`src/spm_params.svh`:
```
// Register offsets, field positions, reset values and timing constants of the sleep power sequencer
`ifndef SPM_PARAMS_SVH
`define SPM_PARAMS_SVH
`define SPM_OFF_SLEEP_CTL 8'h00
`define SPM_OFF_WAKE_CTL  8'h04
`define SPM_OFF_STATUS    8'h08
`define SPM_OFF_TIMEOUT   8'h0c
`define SPM_OFF_COUNT     8'h10
`define SPM_OFF_OPTIONS   8'h14
`define SPM_SC_DEEP       0
`define SPM_SC_LIGHT      1
`define SPM_WC_TMR_EN     0
`define SPM_WC_RTC_EN     1
`define SPM_WC_TMR_IEN    16
`define SPM_ST_SYNC       0
`define SPM_ST_DEEP_EVT   1
`define SPM_ST_LIGHT_EVT  2
`define SPM_ST_TMR_EVT    4
`define SPM_OPT_RETAIN    0
`define SPM_OPT_RADIO     1
`define SPM_OPT_PRESC_LSB 4
`define SPM_PWR_RUN       9'h1ff
`define SPM_CLK_MHZ       125
`define SPM_OSC_WAIT_US   700
`define SPM_CPU_RST_US    40
`define SPM_LIGHT_DIV     128
`define SPM_DEEP_DIV      62500
`endif

```
`src/spm_pkg.sv`:
```
// Types shared by the sleep power sequencer modules
`default_nettype none
package spm_pkg;
  typedef enum logic [3:0] {
    SPM_RUN         = 4'h0,
    SPM_DEEP_PRE    = 4'h1,
    SPM_DEEP_SLEEP  = 4'h2,
    SPM_DEEP_OSC    = 4'h3,
    SPM_DEEP_WAKE1  = 4'h4,
    SPM_DEEP_WAKE2  = 4'h5,
    SPM_DEEP_WAKE3  = 4'h6,
    SPM_LIGHT_PRE   = 4'h7,
    SPM_LIGHT_SLEEP = 4'h8,
    SPM_LIGHT_OSC   = 4'h9,
    SPM_LIGHT_WAKE1 = 4'ha,
    SPM_LIGHT_WAKE2 = 4'hb,
    SPM_LIGHT_WAKE3 = 4'hc
  } spm_state_t;
endpackage
`default_nettype wire

```
`src/spm_tmr_if.sv`:
```
// Signals between the sequencer and its wake timer
`timescale 1ns/100ps
`default_nettype none
interface spm_tmr_if;
  logic        active;
  logic        deep;
  logic        restart;
  logic [31:0] timeout;
  logic        tick;
  logic        evt;
  logic [31:0] count;
  modport ctl (output active, deep, restart, timeout, input tick, evt, count);
  modport tmr (input active, deep, restart, timeout, output tick, evt, count);
endinterface
`default_nettype wire

```
`src/spm_wake_timer.sv`:
```
// Sleep clock tick divider and 32-bit wake timer
`timescale 1ns/100ps
`default_nettype none
`include "spm_params.svh"
module spm_wake_timer #(
  parameter int DEEP_TICK_DIV = `SPM_DEEP_DIV
) (
  input wire logic clk,
  input wire logic rst_n,
  spm_tmr_if.tmr   t
);
  logic [15:0] div_q;
  logic [15:0] div_lim;
  logic        tick_q;
  logic [31:0] count_q;
  logic        evt_q;

  // Tick period follows the active sleep mode
  assign div_lim = t.deep ? 16'(DEEP_TICK_DIV - 1) : 16'(`SPM_LIGHT_DIV - 1);
  assign t.tick  = tick_q;
  assign t.count = count_q;
  assign t.evt   = evt_q;

  // Divider, held while running or on restart
  always_ff @(posedge clk or negedge rst_n)
  begin
    if (!rst_n)
    begin
      div_q  <= 16'h0000;
      tick_q <= 1'b0;
    end
    else if (!t.active || t.restart)
    begin
      div_q  <= 16'h0000;
      tick_q <= 1'b0;
    end
    else
    begin
      tick_q <= (div_q >= div_lim);
      div_q  <= (div_q >= div_lim) ? 16'h0000 : div_q + 16'h0001;
    end
  end

  // Counter counts ticks only outside run
  always_ff @(posedge clk or negedge rst_n)
  begin
    if (!rst_n)
      count_q <= 32'h0000_0000;
    else if (t.restart)
      count_q <= 32'h0000_0000;
    else if (t.active && tick_q)
      count_q <= count_q + 32'h0000_0001;
  end

  // Match on the tick where count equals timeout
  always_ff @(posedge clk or negedge rst_n)
  begin
    if (!rst_n)
      evt_q <= 1'b0;
    else
      evt_q <= t.active && tick_q && !t.restart && (count_q == t.timeout);
  end
endmodule
`default_nettype wire

```
`src/spm_sequencer.sv`:
```
// Sleep power mode sequencer with APB registers
//
// Design decisions made here: the APB interface to the registers and the address map.
`timescale 1ns/100ps
`default_nettype none
`include "spm_params.svh"
module spm_sequencer #(
  parameter int DEEP_TICK_DIV = `SPM_DEEP_DIV,
  parameter int OSC_WAIT_CYC  = `SPM_OSC_WAIT_US * `SPM_CLK_MHZ,
  parameter int CPU_RST_CYC   = `SPM_CPU_RST_US * `SPM_CLK_MHZ
) (
  // Clock and reset
  input  wire logic        MCLK_IN,
  input  wire logic        RST_N_IN,
  // APB slave
  input  wire logic        PSEL_IN,
  input  wire logic        PENABLE_IN,
  input  wire logic        PWRITE_IN,
  input  wire logic [7:0]  PADDR_IN,
  input  wire logic [31:0] PWDATA_IN,
  output logic      [31:0] PRDATA_OUT,
  output logic             PREADY_OUT,
  output logic             PSLVERR_OUT,
  // Wake sources
  input  wire logic        EXT_WAKE_IN,
  input  wire logic        RTC_TIMEOUT_IN,
  // Power and clock controls
  output logic             VREF_EN_OUT,
  output logic             REFOSC_REG_EN_OUT,
  output logic             REFOSC_EN_OUT,
  output logic             DIG_REG_EN_OUT,
  output logic             CPU_RAM_CONNECT_OUT,
  output logic             PAD_RING_EN_OUT,
  output logic             SEQ_CLK_REF_OUT,
  output logic             CPU_CLK_EN_OUT,
  output logic             MODEM_ACCEL_CLK_EN_OUT,
  output logic             CPU_RST_OUT,
  output logic             RADIO_EN_OUT,
  output logic      [3:0]  CPU_PRESC_OUT,
  output logic             WAKE_TIMER_IRQ_OUT
);
  spm_pkg::spm_state_t state_q;
  logic [1:0]  sc_q;
  logic        tmr_en_q;
  logic        rtc_en_q;
  logic        ien_q;
  logic        sync_q;
  logic        deep_evt_q;
  logic        light_evt_q;
  logic        tmr_evt_q;
  logic        retain_q;
  logic        radio_q;
  logic [3:0]  presc_q;
  logic [31:0] timeout_q;
  logic        armed_q;
  logic [16:0] wait_q;
  logic [8:0]  pwr_q;
  logic        cpu_rst_q;
  logic        irq_q;
  logic [31:0] prdata_q;
  logic        pready_q;
  logic        pslverr_q;
  logic        acc;
  logic        wr;
  logic [2:0]  widx;
  logic        pre_st;
  logic        w3_st;
  logic        sync_set;
  logic        sync_clr;
  logic        timed_wake;
  logic        wake;
  spm_tmr_if   tif ();

  // Register index of an address, 7 when unmapped
  function automatic logic [2:0] spm_idx(input logic [7:0] a);
    case (a)
      `SPM_OFF_SLEEP_CTL: spm_idx = 3'h0;
      `SPM_OFF_WAKE_CTL:  spm_idx = 3'h1;
      `SPM_OFF_STATUS:    spm_idx = 3'h2;
      `SPM_OFF_TIMEOUT:   spm_idx = 3'h3;
      `SPM_OFF_COUNT:     spm_idx = 3'h4;
      `SPM_OFF_OPTIONS:   spm_idx = 3'h5;
      default:            spm_idx = 3'h7;
    endcase
  endfunction

  // Power and clock enables for each state
  function automatic logic [8:0] spm_pwr(input spm_pkg::spm_state_t s);
    case (s)
      spm_pkg::SPM_DEEP_SLEEP:  spm_pwr = 9'h000;
      spm_pkg::SPM_LIGHT_SLEEP: spm_pwr = 9'h006;
      spm_pkg::SPM_DEEP_OSC:    spm_pwr = 9'h007;
      spm_pkg::SPM_LIGHT_OSC:   spm_pwr = 9'h007;
      spm_pkg::SPM_DEEP_WAKE1,
      spm_pkg::SPM_DEEP_WAKE2:  spm_pwr = 9'h07f;
      spm_pkg::SPM_LIGHT_WAKE1,
      spm_pkg::SPM_LIGHT_WAKE2: spm_pwr = 9'h03f;
      spm_pkg::SPM_DEEP_WAKE3:  spm_pwr = 9'h0ff;
      spm_pkg::SPM_LIGHT_WAKE3: spm_pwr = 9'h0bf;
      default:                  spm_pwr = `SPM_PWR_RUN;
    endcase
  endfunction

  // Wake timer
  spm_wake_timer #(.DEEP_TICK_DIV(DEEP_TICK_DIV)) u_timer (
    .clk   (MCLK_IN),
    .rst_n (RST_N_IN),
    .t     (tif.tmr)
  );

  // Timer control and wake qualification
  assign pre_st     = (state_q == spm_pkg::SPM_DEEP_PRE) || (state_q == spm_pkg::SPM_LIGHT_PRE);
  assign w3_st      = (state_q == spm_pkg::SPM_DEEP_WAKE3) || (state_q == spm_pkg::SPM_LIGHT_WAKE3);
  assign sync_set   = (pre_st || w3_st) && !armed_q && tif.tick;
  assign tif.active = (state_q != spm_pkg::SPM_RUN);
  assign tif.deep   = (state_q <= spm_pkg::SPM_DEEP_WAKE3);
  assign tif.restart = pre_st && sync_set;
  assign tif.timeout = timeout_q;
  assign timed_wake = (tmr_en_q && tif.evt) || (rtc_en_q && RTC_TIMEOUT_IN);
  assign wake       = timed_wake || EXT_WAKE_IN;

  // APB access decode
  assign acc  = PSEL_IN && PENABLE_IN && pready_q;
  assign wr   = acc && PWRITE_IN;
  assign widx = spm_idx(PADDR_IN);
  assign sync_clr = wr && (widx == 3'h2) && PWDATA_IN[`SPM_ST_SYNC];

  // APB answer one cycle after setup
  always_ff @(posedge MCLK_IN or negedge RST_N_IN)
  begin
    if (!RST_N_IN)
    begin
      pready_q  <= 1'b0;
      pslverr_q <= 1'b0;
      prdata_q  <= 32'h0000_0000;
    end
    else
    begin
      pready_q  <= PSEL_IN && !PENABLE_IN;
      pslverr_q <= PSEL_IN && !PENABLE_IN && (widx == 3'h7);
      if (PSEL_IN && !PENABLE_IN && !PWRITE_IN)
      begin
        case (widx)
          3'h0:    prdata_q <= {30'h0, sc_q};
          3'h1:    prdata_q <= {15'h0, ien_q, 14'h0, rtc_en_q, tmr_en_q};
          3'h2:    prdata_q <= {27'h0, tmr_evt_q, 1'b0, light_evt_q, deep_evt_q, sync_q};
          3'h3:    prdata_q <= timeout_q;
          3'h4:    prdata_q <= tif.count;
          3'h5:    prdata_q <= {24'h0, presc_q, 2'h0, radio_q, retain_q};
          default: prdata_q <= 32'h0000_0000;
        endcase
      end
    end
  end

  // Software configuration registers
  always_ff @(posedge MCLK_IN or negedge RST_N_IN)
  begin
    if (!RST_N_IN)
    begin
      tmr_en_q  <= 1'b0;
      rtc_en_q  <= 1'b0;
      ien_q     <= 1'b0;
      timeout_q <= 32'h0000_0000;
      retain_q  <= 1'b0;
    end
    else if (wr)
    begin
      if (widx == 3'h1)
      begin
        tmr_en_q <= PWDATA_IN[`SPM_WC_TMR_EN];
        rtc_en_q <= PWDATA_IN[`SPM_WC_RTC_EN];
        ien_q    <= PWDATA_IN[`SPM_WC_TMR_IEN];
      end
      if (widx == 3'h3)
        timeout_q <= PWDATA_IN;
      if (widx == 3'h5)
        retain_q <= PWDATA_IN[`SPM_OPT_RETAIN];
    end
  end

  // Radio and prescaler, forced to idle defaults on wake
  always_ff @(posedge MCLK_IN or negedge RST_N_IN)
  begin
    if (!RST_N_IN)
    begin
      radio_q <= 1'b0;
      presc_q <= 4'h0;
    end
    else if (w3_st && armed_q && !sync_q)
    begin
      radio_q <= 1'b0;
      presc_q <= 4'h0;
    end
    else if (wr && (widx == 3'h5))
    begin
      radio_q <= PWDATA_IN[`SPM_OPT_RADIO];
      presc_q <= PWDATA_IN[`SPM_OPT_PRESC_LSB +: 4];
    end
  end

  // Sleep requests, taken and cleared from run
  always_ff @(posedge MCLK_IN or negedge RST_N_IN)
  begin
    if (!RST_N_IN)
      sc_q <= 2'h0;
    else if (wr && (widx == 3'h0))
      sc_q <= PWDATA_IN[1:0];
    else if (state_q == spm_pkg::SPM_RUN)
      sc_q <= 2'h0;
  end

  // Status flags, hardware set wins over write-one clear
  always_ff @(posedge MCLK_IN or negedge RST_N_IN)
  begin
    if (!RST_N_IN)
    begin
      sync_q      <= 1'b0;
      deep_evt_q  <= 1'b0;
      light_evt_q <= 1'b0;
      tmr_evt_q   <= 1'b0;
    end
    else
    begin
      if (sync_set)
        sync_q <= 1'b1;
      else if (sync_clr)
        sync_q <= 1'b0;
      if ((state_q == spm_pkg::SPM_DEEP_SLEEP) && timed_wake)
        deep_evt_q <= 1'b1;
      else if (wr && (widx == 3'h2) && PWDATA_IN[`SPM_ST_DEEP_EVT])
        deep_evt_q <= 1'b0;
      if ((state_q == spm_pkg::SPM_LIGHT_SLEEP) && timed_wake)
        light_evt_q <= 1'b1;
      else if (wr && (widx == 3'h2) && PWDATA_IN[`SPM_ST_LIGHT_EVT])
        light_evt_q <= 1'b0;
      if (tif.evt)
        tmr_evt_q <= 1'b1;
      else if (wr && (widx == 3'h2) && PWDATA_IN[`SPM_ST_TMR_EVT])
        tmr_evt_q <= 1'b0;
    end
  end

  // Sequencer state and wait counter
  always_ff @(posedge MCLK_IN or negedge RST_N_IN)
  begin
    if (!RST_N_IN)
    begin
      state_q <= spm_pkg::SPM_RUN;
      armed_q <= 1'b0;
      wait_q  <= 17'h00000;
    end
    else
    begin
      if (sync_set)
        armed_q <= 1'b1;
      unique case (state_q)
        spm_pkg::SPM_RUN:
          if (sc_q[`SPM_SC_DEEP])
            state_q <= spm_pkg::SPM_DEEP_PRE;
          else if (sc_q[`SPM_SC_LIGHT])
            state_q <= spm_pkg::SPM_LIGHT_PRE;
        spm_pkg::SPM_DEEP_PRE, spm_pkg::SPM_LIGHT_PRE:
          if (armed_q && !sync_q)
          begin
            armed_q <= 1'b0;
            state_q <= (state_q == spm_pkg::SPM_DEEP_PRE) ? spm_pkg::SPM_DEEP_SLEEP
                                                          : spm_pkg::SPM_LIGHT_SLEEP;
          end
        spm_pkg::SPM_DEEP_SLEEP, spm_pkg::SPM_LIGHT_SLEEP:
          if (wake)
          begin
            wait_q  <= 17'(OSC_WAIT_CYC - 1);
            state_q <= (state_q == spm_pkg::SPM_DEEP_SLEEP) ? spm_pkg::SPM_DEEP_OSC
                                                            : spm_pkg::SPM_LIGHT_OSC;
          end
        spm_pkg::SPM_DEEP_OSC, spm_pkg::SPM_LIGHT_OSC:
          if (wait_q == 17'h00000)
            state_q <= (state_q == spm_pkg::SPM_DEEP_OSC) ? spm_pkg::SPM_DEEP_WAKE1
                                                          : spm_pkg::SPM_LIGHT_WAKE1;
          else
            wait_q <= wait_q - 17'h00001;
        spm_pkg::SPM_DEEP_WAKE1, spm_pkg::SPM_LIGHT_WAKE1:
        begin
          wait_q  <= retain_q ? 17'h00000 : 17'(CPU_RST_CYC - 1);
          state_q <= (state_q == spm_pkg::SPM_DEEP_WAKE1) ? spm_pkg::SPM_DEEP_WAKE2
                                                          : spm_pkg::SPM_LIGHT_WAKE2;
        end
        spm_pkg::SPM_DEEP_WAKE2, spm_pkg::SPM_LIGHT_WAKE2:
          if (wait_q == 17'h00000)
            state_q <= (state_q == spm_pkg::SPM_DEEP_WAKE2) ? spm_pkg::SPM_DEEP_WAKE3
                                                            : spm_pkg::SPM_LIGHT_WAKE3;
          else
            wait_q <= wait_q - 17'h00001;
        spm_pkg::SPM_DEEP_WAKE3, spm_pkg::SPM_LIGHT_WAKE3:
          if (armed_q && !sync_q)
          begin
            armed_q <= 1'b0;
            state_q <= spm_pkg::SPM_RUN;
          end
        default:
          state_q <= spm_pkg::SPM_RUN;
      endcase
    end
  end

  // Registered power, reset and interrupt outputs
  always_ff @(posedge MCLK_IN or negedge RST_N_IN)
  begin
    if (!RST_N_IN)
    begin
      pwr_q     <= `SPM_PWR_RUN;
      cpu_rst_q <= 1'b0;
      irq_q     <= 1'b0;
    end
    else
    begin
      pwr_q     <= spm_pwr(state_q);
      cpu_rst_q <= !retain_q && ((state_q == spm_pkg::SPM_DEEP_WAKE2) ||
                                 (state_q == spm_pkg::SPM_LIGHT_WAKE2));
      irq_q     <= ien_q && tmr_evt_q;
    end
  end

  assign {MODEM_ACCEL_CLK_EN_OUT, CPU_CLK_EN_OUT, SEQ_CLK_REF_OUT, PAD_RING_EN_OUT, CPU_RAM_CONNECT_OUT,
          DIG_REG_EN_OUT, REFOSC_EN_OUT, REFOSC_REG_EN_OUT, VREF_EN_OUT} = pwr_q;
  assign CPU_RST_OUT        = cpu_rst_q;
  assign RADIO_EN_OUT       = radio_q;
  assign CPU_PRESC_OUT      = presc_q;
  assign WAKE_TIMER_IRQ_OUT = irq_q;
  assign PRDATA_OUT         = prdata_q;
  assign PREADY_OUT         = pready_q;
  assign PSLVERR_OUT        = pslverr_q;

  // Checks of the sequence
  property p_idle_defaults;
    @(posedge MCLK_IN) disable iff (!RST_N_IN)
    (w3_st && armed_q && !sync_q) |=> (!radio_q && presc_q == 4'h0 && state_q == spm_pkg::SPM_RUN);
  endproperty
  a_idle_defaults: assert property (p_idle_defaults) else $error("idle defaults not restored");
  property p_deep_first;
    @(posedge MCLK_IN) disable iff (!RST_N_IN)
    (state_q == spm_pkg::SPM_RUN && sc_q == 2'h3) |=> state_q == spm_pkg::SPM_DEEP_PRE;
  endproperty
  a_deep_first: assert property (p_deep_first) else $error("deep request not preferred");
  property p_light_entry;
    @(posedge MCLK_IN) disable iff (!RST_N_IN)
    (state_q == spm_pkg::SPM_RUN && sc_q == 2'h2) |=> state_q == spm_pkg::SPM_LIGHT_PRE;
  endproperty
  a_light_entry: assert property (p_light_entry) else $error("light request not taken");
  property p_pre_sync;
    @(posedge MCLK_IN) disable iff (!RST_N_IN)
    (pre_st && sync_set) |=> (sync_q && tif.count == 32'h0000_0000);
  endproperty
  a_pre_sync: assert property (p_pre_sync) else $error("pre-entry sync or restart missing");
  property p_deep_off;
    @(posedge MCLK_IN) disable iff (!RST_N_IN)
    (state_q == spm_pkg::SPM_DEEP_PRE && armed_q && !sync_q) |=> ##1 pwr_q == 9'h000;
  endproperty
  a_deep_off: assert property (p_deep_off) else $error("deep sleep not powered down");
  property p_deep_osc;
    @(posedge MCLK_IN) disable iff (!RST_N_IN)
    (state_q == spm_pkg::SPM_DEEP_SLEEP && wake) |=> ##1 pwr_q == 9'h007;
  endproperty
  a_deep_osc: assert property (p_deep_osc) else $error("deep wake supplies wrong");
  property p_cpu_reset;
    @(posedge MCLK_IN) disable iff (!RST_N_IN)
    ($rose(state_q == spm_pkg::SPM_DEEP_WAKE2) && !retain_q) |=> CPU_RST_OUT [*8];
  endproperty
  a_cpu_reset: assert property (p_cpu_reset) else $error("cpu reset not applied");
  property p_modem_on;
    @(posedge MCLK_IN) disable iff (!RST_N_IN)
    (w3_st && armed_q && !sync_q) |=> ##1 MODEM_ACCEL_CLK_EN_OUT;
  endproperty
  a_modem_on: assert property (p_modem_on) else $error("modem clock not enabled");
  property p_no_timer_wake;
    @(posedge MCLK_IN) disable iff (!RST_N_IN)
    (state_q == spm_pkg::SPM_LIGHT_SLEEP && !tmr_en_q && !EXT_WAKE_IN && !(rtc_en_q && RTC_TIMEOUT_IN))
      |=> state_q == spm_pkg::SPM_LIGHT_SLEEP;
  endproperty
  a_no_timer_wake: assert property (p_no_timer_wake) else $error("wake without enabled source");
  property p_sync_set;
    @(posedge MCLK_IN) disable iff (!RST_N_IN)
    $rose(sync_q) |-> $past(pre_st || w3_st);
  endproperty
  a_sync_set: assert property (p_sync_set) else $error("sync flag set outside entry or wake");
  c_deep_loop: cover property (@(posedge MCLK_IN) state_q == spm_pkg::SPM_DEEP_WAKE3 ##1 state_q == spm_pkg::SPM_RUN);
  c_light_loop: cover property (@(posedge MCLK_IN) state_q == spm_pkg::SPM_LIGHT_WAKE3 ##1 state_q == spm_pkg::SPM_RUN);
  c_timer_irq: cover property (@(posedge MCLK_IN) $rose(WAKE_TIMER_IRQ_OUT));
endmodule
`default_nettype wire

```
`config.mk`:
```
export PLATFORM = sky130hd
export DESIGN_NAME = spm_sequencer
export DESIGN_NICKNAME = d
export VERILOG_FILES = /design/src/spm_pkg.sv /design/src/spm_tmr_if.sv /design/src/spm_wake_timer.sv /design/src/spm_sequencer.sv
export VERILOG_INCLUDE_DIRS = /design/src
export SDC_FILE = /design/constraint.sdc
export NUM_CORES = 1
export LEC_CHECK = 0
export ABC_AREA = 1
export BUFFER_PORTS_ARGS = -buffer_cell sky130_fd_sc_hd__buf_2
export CORE_ASPECT_RATIO = 0.9
export CORE_MARGIN = 2
export CORE_UTILIZATION = 59
export DETAILED_ROUTE_END_ITERATION = 6
export GPL_ROUTABILITY_DRIVEN = 0
export PLACE_DENSITY = 0.77
export SETUP_SLACK_MARGIN = 0.1
export SLEW_MARGIN = 20
export SYNTH_ARGS = -nofsm -noshare
export SYNTH_HDL_FRONTEND = slang
export SYNTH_SLANG_ARGS = --single-unit
```
`constraint.sdc`:
```
create_clock -name MCLK_IN -period 2.8 [get_ports MCLK_IN]
set_clock_uncertainty 0.15 [all_clocks]
set_input_delay 0.56 -clock MCLK_IN [delete_from_list [all_inputs] [get_ports MCLK_IN]]
set_output_delay 0.56 -clock MCLK_IN [all_outputs]
set_load 0.02 [all_outputs]
```
==> impl_metrics.tcl, run 1 <==
set metrics [dict create \
    grt_pass1_wl_mm 35.5 \
    track_usage 0.282 \
    rows 42 \
    async_reset_ff_frac 1.00 \
    multiInputGateArea_sq_um 3970 \
    synth_area_per_cell_sq_um 7.71 \
    drt_iter0_markers 639 \
    setup_viol 0 \
    ys_seq_elements 161 \
    drt-pass1-iter-count 7 \
    overflow 0 \
    yosysUniqueCellTypes 48 \
    clock_sinks 161 \
    num_antenna_cells 0 \
    p_leak_nw 5.04 \
    vdd_drop_max_uv 439 \
    drt_wl_total_mm 21.4 \
    dp_hpwl_mm 15.3 \
    synth_area_sq_um 8700 \
    tns_ps 0 \
    clk_path_buf_depth 2 \
    fmax_ghz 0.407 \
    die_area_sq_um 15700 \
    whs_endpoint "PREADY_OUT" \
    synth_compound_area_frac 0.115 \
    die_h_microns 119 \
    grt_antenna_before_repair 1 \
    ys_warn_count 0 \
    nets 1285 \
    synthFlopType "dfrtp_1" \
    nFillCells 1236 \
    ys_seq_area_frac 0.464 \
    rsz0062_at_grt "false" \
    cts_resized 0 \
    num_vias 7778 \
    drcViolationCount 0 \
    wl_met3_mm 1.63 \
    synthAdderAreaFrac 0.0144 \
    syn_inst 1128 \
    grt_pass1_vias 7313 \
    final_cells 1439 \
    hp-class "in2reg" \
    cts_tree "built" \
    crit_type "reg2reg" \
    outcome "finished, final reports clean" \
    whs_path_depth 2 \
    io_pins 97 \
    worstRegToRegCells 12 \
    wire_per_inst_microns 14.8 \
    min_period_ps 2450 \
    synth_top_family_by_area "simple AND/OR/NAND/NOR gates" \
    initial_core_util 0.598 \
    maxSlewViolCount 0 \
    cp_data_arrival_time_ps 2610 \
    top_layer_used "met4" \
    core_area_sq_um 14600 \
    yosys.area_share.simple 0.288 \
    synth.area.mux_share 0 \
    end_kind "flip-flop" \
    synth_edf_count 0 \
    cp_max_fo 15 \
    worst_pin_slew_ps 596 \
    drtAntennaViolNets 0 \
    timing_hold_violations_final 0 \
    reg2reg_to "u_timer.div_q[14]" \
    fin_util 0.692 \
    wl_met1_mm 10.0 \
    timing.final.crit_share 0.877 \
    io_buffer_count 96 \
    cts_root_buffer "clkbuf_16" \
    fin_hold_ws_ps 168 \
    grt_max_degree 63 \
    p_per_area_nw_per_um2 495 \
    cts_htree_levels 4 \
    register_area_sq_um 4040 \
    crit-reg2reg-launch "state_q[0]" \
    syn_nets 1185 \
    worstSetupStartpoint "state_q[0]" \
    worstPathRequired_ps 2960 \
    route.met2.wl_mm 9.25 \
    drive_gt1_frac 0.168 \
    synth-xor-area-share 0.0382 \
    worst_setup_path_start_kind "flip-flop" \
    numCtsBuffers 17 \
    clkSlewWorstSetupHoldPaths_ps 60 \
    clk_latency_ps 430 \
    relSlewSlack 0.603 \
    r2r_setup_slack_ps 350 \
    area_growth_pct 15.7 \
    dp.cells 1406 \
    die_width_microns 132 \
    drv_cap 0 \
    via_per_inst 5.41 \
    hp-start "PENABLE_IN" \
]
through the flow:
| step | setup slack (ps) | area, sq um | total power, mW |
|---|---|---|---|
| 2_1_floorplan | 500 | 8700 | 2.40 |
| 3_3_place_gp | 192 | 9420 | 2.51 |
| 3_5_place_dp | 135 | 9420 | 2.51 |
| 4_1_cts | 334 | 10100 | 5.02 |
| 5_1_grt | 117 | 10100 | 5.13 |
| 6_report | 345 | 10100 | 4.98 |
worst max-delay path, cell delays in order, from the launching register on:
cell and delay (ps):
dfrtp_1 500, nand2_1 150, o21ai_2 180, inv_2 110
ha_1 310, nand3_1 80, nand2_1 70, a21oi_1 50
o21ai_0 160, nand3b_1 150, nand3_2 90, buf_4 240
nor2_1 80
cells by family (layout without fill, tap and decap cells):
family / Yosys count / count (layout)
xor gates and xnor gates: 38 / 38
AOI/OAI and AO/OA: 179 / 179
and+or+nand+nor: 568 / 568
DFF: 161 / 161
buffers and inverters: 172 / 285
adders and majority gates: 10 / 10
registers in the layout, indices dropped and copies added, names as in the netlist, 2 cells and up:
register and flops:
tif.timeout 32, u_timer.t.count 32, CPU_PRESC_OUT 4, state_q 4, u_timer.div_q 16, PRDATA_OUT 32
pwr_q 6, wait_q 17, sc_q 2
report_power, final:
group / internal [mW] / leakage (nW) / switching (mW)
logic: 0.0409 / 2.69 / 0.0905
clock network: 1.58 / 0.301 / 0.937
registers: 2.33 / 2.05 / 0.00117
layout make-up:
type / instances / area share
clock buffers: 19 / 0.0430
flip-flops and latches: 161 / 0.401
repair buffers: 113 / 0.0650
multi-input cells: 795 / 0.394
well taps: 198 / 0.0246
clock inverters: 13 / 0.0209
inverters: 140 / 0.0522
worst max-delay path by stage:
stage	end	cells past startpoint
2_1_floorplan	tif.timeout[13]	12
3_3_place_gp	light_evt_q	12
3_5_place_dp	PRDATA_OUT[2]	14
4_1_cts	u_timer.div_q[2]	12
5_1_grt	u_timer.div_q[2]	12
6_report	u_timer.div_q[14]	12
cell usage after synthesis, types with 2 or more instances:
library cell,number,area (sq um)
nand2_2,7,43.8
nand3_1,59,295
nor3_2,5,50.1
inv_1,124,465
o21ai_2,3,26.3
nor3b_1,2,15.0
o22ai_1,12,75.1
buf_6,2,22.5
buf_4,5,37.5
clkinv_1,2,7.51
nand2_1,319,1200
o31ai_1,2,15.0
xnor2_1,23,201
nand3b_1,2,15.0
nor2_1,91,342
dfrtp_1,155,3880
inv_2,14,52.6
a22oi_1,5,37.5
nand4_1,25,156
xor2_1,15,131
o21a_1,8,60.1
nor3_1,20,100
o211ai_1,4,30.0
o21ai_1,24,120
or2_2,2,12.5
a31oi_1,3,18.8
ha_1,10,125
clkbuf_1,7,26.3
a21oi_1,48,240
nor2_2,17,106
nor2_4,5,56.3
nor4_1,5,31.3
buf_2,16,80.1
nand3_2,5,50.1
o2111ai_1,2,17.5
o21ai_0,63,315
dfstp_2,6,158
layout by cell type, fill, tap and decap left out, drive strengths merged, types with 2 or more instances in the layout:
master    instances
a21oi            49
a22oi             5
a31oi             3
buf             112
bufinv            5
clkbuf           19
clkinv            5
clkinvlp          4
dfrtp           155
dfstp             6
ha               10
inv             139
nand2           327
nand3            64
nand3b            2
nand4            26
nor2            113
nor3             25
nor3b             2
nor4              5
o2111ai           2
o211ai            4
o21a              8
o21ai            90
o22ai            12
o31ai             2
or2               3
xnor2            23
xor2             15
routing by layer:
layer | GRT usage | up-vias
li1 | - | 3853
met1 | 0.409 | 3615
met2 | 0.426 | 276
met3 | 0.0630 | 34
met4 | 0.0876 | 0
met5 | 0 | -
what timing repair did:
| item | CTS | global route |
|---|---|---|
| hold buffers | 1 | 0 |
| buffers inserted | 0 | 0 |
| endpoints found under the hold margin | 46 | 0 |
(Power assumes the default switching activity.)
==> run 2: changes to the inputs <==
ABC_CLOCK_PERIOD_IN_PS = 2800   (was not set)
CORE_UTILIZATION = 60   (was 59)
PLACE_DENSITY = 0.78   (was 0.77)
SYNTH_HIERARCHICAL = 1   (was not set)
==> run 2 against run 1 <==
Effect of this change:
- core utilization is 1.2 points higher
- setup slack worse by 50 ps
- global-route usage is 1.6 points higher
- synthesized cell count is 12% higher
- sequential share of layout area is 1.4 points lower
- die area is 3.4% higher
- flip-flop and latch count stayed put
- critical endpoint is now u_timer/div_q[12]
- largest power group is now sequential cells
==> impl_metrics.tcl, run 2 <==
set metrics [dict create \
    final_cell_mix "nand2_1, dfrtp_1, nor2_1" \
    drcViolationCount 0 \
    worstSetupStartpoint "state_q[2]" \
    yosysTopAreaCell "dfrtp_1" \
    mostFrequentLayoutCell "nand2_1" \
    clock_sinks 161 \
    min_period_ps 2510 \
    clkSlewWorstSetupHoldPaths_ps 70 \
    grt_antenna_before_repair 0 \
    fin_util 0.704 \
    worstPathRequired_ps 3020 \
    timing.final.crit_share 0.895 \
    p_leak_nw 5.55 \
    syn_inst 1264 \
    synth.area.top_cells "dfrtp_1, nand2_1, nor2_1, nand3_1, inv_1" \
    hp-start "PENABLE_IN" \
    numCtsBuffers 17 \
    via_per_inst 5.36 \
    drtAntennaViolNets 0 \
    core_area_sq_um 14800 \
    async_reset_ff_frac 1.00 \
    area_growth_pct 13.9 \
    synth-xor-area-share 0.0325 \
    ys_seq_elements 161 \
    yosys.area.top_type_share 0.423 \
    synthAdderAreaFrac 0.0205 \
    fin_hold_ws_ps 167 \
    synth_area_per_cell_sq_um 7.25 \
    cp_max_fo 8 \
    timing_hold_violations_final 0 \
    vdd_drop_max_uv 773 \
    p_per_area_nw_per_um2 662 \
    drt_iter0_markers 818 \
    synth.area.mux_share 0 \
    ys_warn_count 6 \
    register_area_sq_um 4040 \
    synth_edf_count 0 \
    initial_core_util 0.618 \
    nFillCells 1264 \
    yosysUniqueCellTypes 45 \
    yosys.area_share.simple 0.363 \
    drt-pass1-iter-count 5 \
    io_buffer_count 96 \
    drt_wl_total_mm 23.3 \
    grt_max_degree 53 \
    crit_type "reg2reg" \
    cts_htree_levels 4 \
    crit-reg2reg-launch "state_q[2]" \
    maxSlewViolCount 0 \
    die_width_microns 134 \
    grt_pass1_wl_mm 38.1 \
    cp_data_arrival_time_ps 2720 \
    end_kind "flip-flop" \
    track_usage 0.299 \
    hp-class "in2reg" \
    syn_nets 1326 \
    synth_top_family_by_area "simple AND/OR/NAND/NOR gates" \
    tns_ps 0 \
    io_pins 97 \
    drv_cap 0 \
    num_vias 8440 \
    synth_area_sq_um 9160 \
    cts_root_buffer "clkbuf_16" \
    die_area_sq_um 16300 \
    worst_pin_slew_ps 464 \
    outcome "finished, final reports clean" \
    rsz0062_at_grt "false" \
    num_antenna_cells 0 \
    clk_path_buf_depth 2 \
    rows 42 \
    synthFlopType "dfrtp_1" \
    dp_hpwl_mm 16.7 \
    multiInputGateArea_sq_um 4480 \
    yosysMostFrequentCell "nand2_1" \
    relSlewSlack 0.691 \
    ys_seq_area_frac 0.441 \
    synth_compound_area_frac 0.0684 \
    fmax_ghz 0.399 \
    die_h_microns 121 \
    overflow 0 \
    setup_viol 0 \
    synthTopCellsByCount "nand2_1, dfrtp_1, nor2_1, inv_1, nand3_1" \
    wire_per_inst_microns 14.8 \
    nets 1426 \
    cts_tree "built" \
    grt_pass1_vias 7691 \
    post-cts-setup-buffers 0 \
    worst_setup_path_start_kind "flip-flop" \
    drive_gt1_frac 0.159 \
    clk_latency_ps 440 \
]
[run 2: power by group]
| group | total [mW] | internal, mW | switching [mW] |
|---|---|---|---|
| Combinational | 1.99 | 0.645 | 1.34 |
| Sequential | 2.77 | 2.58 | 0.188 |
| Clock | 2.15 | 1.14 | 1.01 |
[run 2: timing repair]
| item | 4_1_cts | 5_1_grt |
|---|---|---|
| hold endpoints to repair | 44 | 0 |
| setup endpoints to repair | 0 | 16 |
| hold buffers | 1 | 0 |
| gates resized for setup | 0 | 2 |
[run 2: path summary, 6_finish.rpt]
path | to | slack, ps | depth (start not counted)
worst max register to register | u_timer/div_q[12] | 290 | 10
max in group asynchronous | pwr_q[8] | 1310 | 3
worst max-delay path | u_timer/div_q[12] | 290 | 10
worst min-delay path | PSLVERR_OUT | 170 | 2
worst min register to register | u_timer/div_q[0] | 320 | 1
min in group asynchronous | CPU_PRESC_OUT[2] | 470 | 2
[run 2: cell families (layout without fill, tap and decap cells)]
logic type	after synthesis	count (layout)
compound gates	115	115
xor+xnor	34	34
fa+ha+maj	15	15
simple gates	781	782
flops	161	161
buf+inv	158	270
[run 2: layout make-up]
| class | count | share of cell area |
|---|---|---|
| Multi-Input combinational cell | 946 | 0.429 |
| Sequential cell | 161 | 0.387 |
| Timing Repair Buffer | 112 | 0.0632 |
| Inverter | 126 | 0.0458 |
| Clock buffer | 17 | 0.0408 |
| Tap cell | 198 | 0.0237 |
| Clock inverter | 15 | 0.0107 |
[run 2: through the flow]
| stage | instance area, sq um | cells | power [mW] | worst slack, ps |
|---|---|---|---|---|
| 2_1_floorplan | 9160 | 1264 | 4.37 | 439 |
| 3_3_place_gp | 9860 | 1541 | 4.71 | 245 |
| 3_5_place_dp | 9860 | 1541 | 4.76 | 129 |
| 4_1_cts | 10400 | 1574 | 6.92 | 230 |
| 5_1_grt | 10400 | 1575 | 7.35 | 118 |
| 6_report | 10400 | 1575 | 6.91 | 295 |
[run 2: critical path, cell delays in order, from the launching register on]
cell,delay [ps]
dfrtp_1,460
inv_1,160
o21ai_0,110
inv_1,180
inv_1,150
ha_1,350
a21oi_1,170
nand2_1,130
a21oi_4,220
nand3b_2,210
nor2_1,140
[run 2: metal layers]
metal,vias up,wire (microns),global-route usage
met4,0,451,0.0993
met1,3941,11100,0.436
met5,-,0,0
li1,4172,-,-
met2,289,10200,0.452
met3,38,1490,0.0539
==> run 3: changes to the inputs <==
==> constraint.sdc (replaced) <==
create_clock -name MCLK_IN -period 2.8 [get_ports MCLK_IN]
set_clock_uncertainty 0.15 [all_clocks]
set_input_delay 0.42 -clock MCLK_IN [delete_from_list [all_inputs] [get_ports MCLK_IN]]
set_output_delay 0.42 -clock MCLK_IN [all_outputs]
set_load 0.02 [all_outputs]
==> run 3 against run 2 <==
Effect of this change:
- final area up 0.26%
- via count up 0.28%
- core utilization grew 0.19 points
- setup slack better by 90 ps
- non-clock buffer count did not move
- sequential power hardly changed
- critical path type unchanged
==> impl_metrics.tcl, run 3 (synthesis results as in run 2) <==
set metrics [dict create \
    timing.final.crit_share 0.862 \
    final_cell_mix "nand2_1, dfrtp_1, nor2_1" \
    grt_antenna_before_repair 1 \
    initial_core_util 0.618 \
    hp-class "in2reg" \
    io_buffer_count 96 \
    timing_hold_violations_final 0 \
    rows 42 \
    crit-reg2reg-launch "wait_q[0]" \
    post-cts-setup-buffers 0 \
    nets 1425 \
    clk_path_buf_depth 2 \
    drt_wl_total_mm 23.4 \
    via_per_inst 5.38 \
    clkSlewWorstSetupHoldPaths_ps 70 \
    tns_ps 0 \
    cts_htree_levels 4 \
    die_area_sq_um 16300 \
    outcome "finished, final reports clean" \
    drtAntennaViolNets 0 \
    drive_gt1_frac 0.158 \
    drv_cap 0 \
    whs_endpoint "PREADY_OUT" \
    min_period_ps 2410 \
    setup_slack_ps 385 \
    grt_max_degree 61 \
    drcViolationCount 0 \
    end_kind "flip-flop" \
    p_per_area_nw_per_um2 675 \
    core_area_sq_um 14800 \
    area_growth_pct 14.2 \
    clock_sinks 161 \
    worst_setup_path_start_kind "flip-flop" \
    setup_viol 0 \
    die_width_microns 134 \
    grt_pass1_wl_mm 38.5 \
    grt_pass1_vias 7839 \
    cp_data_arrival_time_ps 2580 \
    p_leak_nw 5.56 \
    crit_type "reg2reg" \
    num_vias 8464 \
    dp.cells 1541 \
    rsz0062_at_grt "false" \
    io_pins 97 \
    dp_slack_ps 286 \
    hp-start "PENABLE_IN" \
    worstRegToRegCells 11 \
    track_usage 0.302 \
    numCtsBuffers 17 \
    reg2reg_to "state_q[0]" \
    relSlewSlack 0.644 \
    fmax_ghz 0.414 \
    mostFrequentLayoutCell "nand2_1" \
    cp_max_fo 7 \
    drt-pass1-iter-count 7 \
    overflow 0 \
    vdd_drop_max_uv 613 \
    whs_path_depth 2 \
    clk_latency_ps 430 \
    wire_per_inst_microns 14.9 \
    maxSlewViolCount 0 \
    r2r_setup_slack_ps 390 \
    num_antenna_cells 0 \
    cts_tree "built" \
    cts_root_buffer "clkbuf_16" \
    final_cells 1574 \
    worstPathRequired_ps 2970 \
    fin_util 0.706 \
    drt_iter0_markers 828 \
    worst_pin_slew_ps 532 \
    die_h_microns 121 \
    dp_hpwl_mm 16.7 \
]
[run 3: worst max-delay path by stage]
stage	start	to	slack (ps)	depth (start not counted)
after global routing	wait_q[1]	state_q[2]	160	11
final	wait_q[0]	state_q[0]	390	11
after floorplan	PADDR_IN[1]	tif.timeout[0]	580	14
after global placement	PADDR_IN[7]	PRDATA_OUT[21]	370	16
after CTS	state_q[1]	u_timer/div_q[6]	270	10
after detailed placement	PADDR_IN[7]	tif.timeout[6]	290	14
[run 3: timing repair]
action | 4_1_cts | 5_1_grt
gates resized for setup | 0 | 1
endpoints found under the hold margin | 49 | 0
endpoints found under the setup margin | 0 | 16
hold buffers | 1 | 0
[run 3: routing by layer]
layer | vias up | wire (microns) | track usage
li1 | 4176 | - | -
met4 | 2 | 417 | 0.0836
met5 | - | 13 | 0
met2 | 316 | 10500 | 0.459
met3 | 36 | 1650 | 0.0593
met1 | 3934 | 10900 | 0.444
[run 3: through the flow]
step                total power [mW]  instance area, sq um  hold WS (ps)
finish                          7.06                 10500          33.5
global route                    7.46                 10500          29.4
CTS                             7.07                 10500          22.4
detailed placement              4.80                  9870           251
global placement                4.73                  9870           253
floorplan                       4.37                  9160         -25.6
[run 3: area by class of cell]
cell class	count	area, sq um
Timing Repair Buffer	112	672
Tap cell	198	248
Clock inverter	14	131
Clock buffer	18	439
Sequential cell	161	4040
Fill cell	1234	4360
Inverter	126	478
Multi-Input combinational cell	945	4460
[run 3: critical path: stages, from the launching register on]
cell     delay [ps]
dfrtp_1         370
inv_1           100
ha_1            180
inv_1            40
nor2_1          190
nand3_1         130
nor2_1          160
nand2_1         120
o31ai_1         440
nand2_2         210
nand2_1         120
o21ai_1          70
[run 3: power breakdown]
part           internal [mW]  leakage [nW]  total, mW  switching [mW]
clock network           1.26         0.281       2.26            1.00
registers               2.58          2.18       2.76           0.175
logic                  0.658          3.11       2.04            1.39
total                   4.50          5.56       7.06            2.56
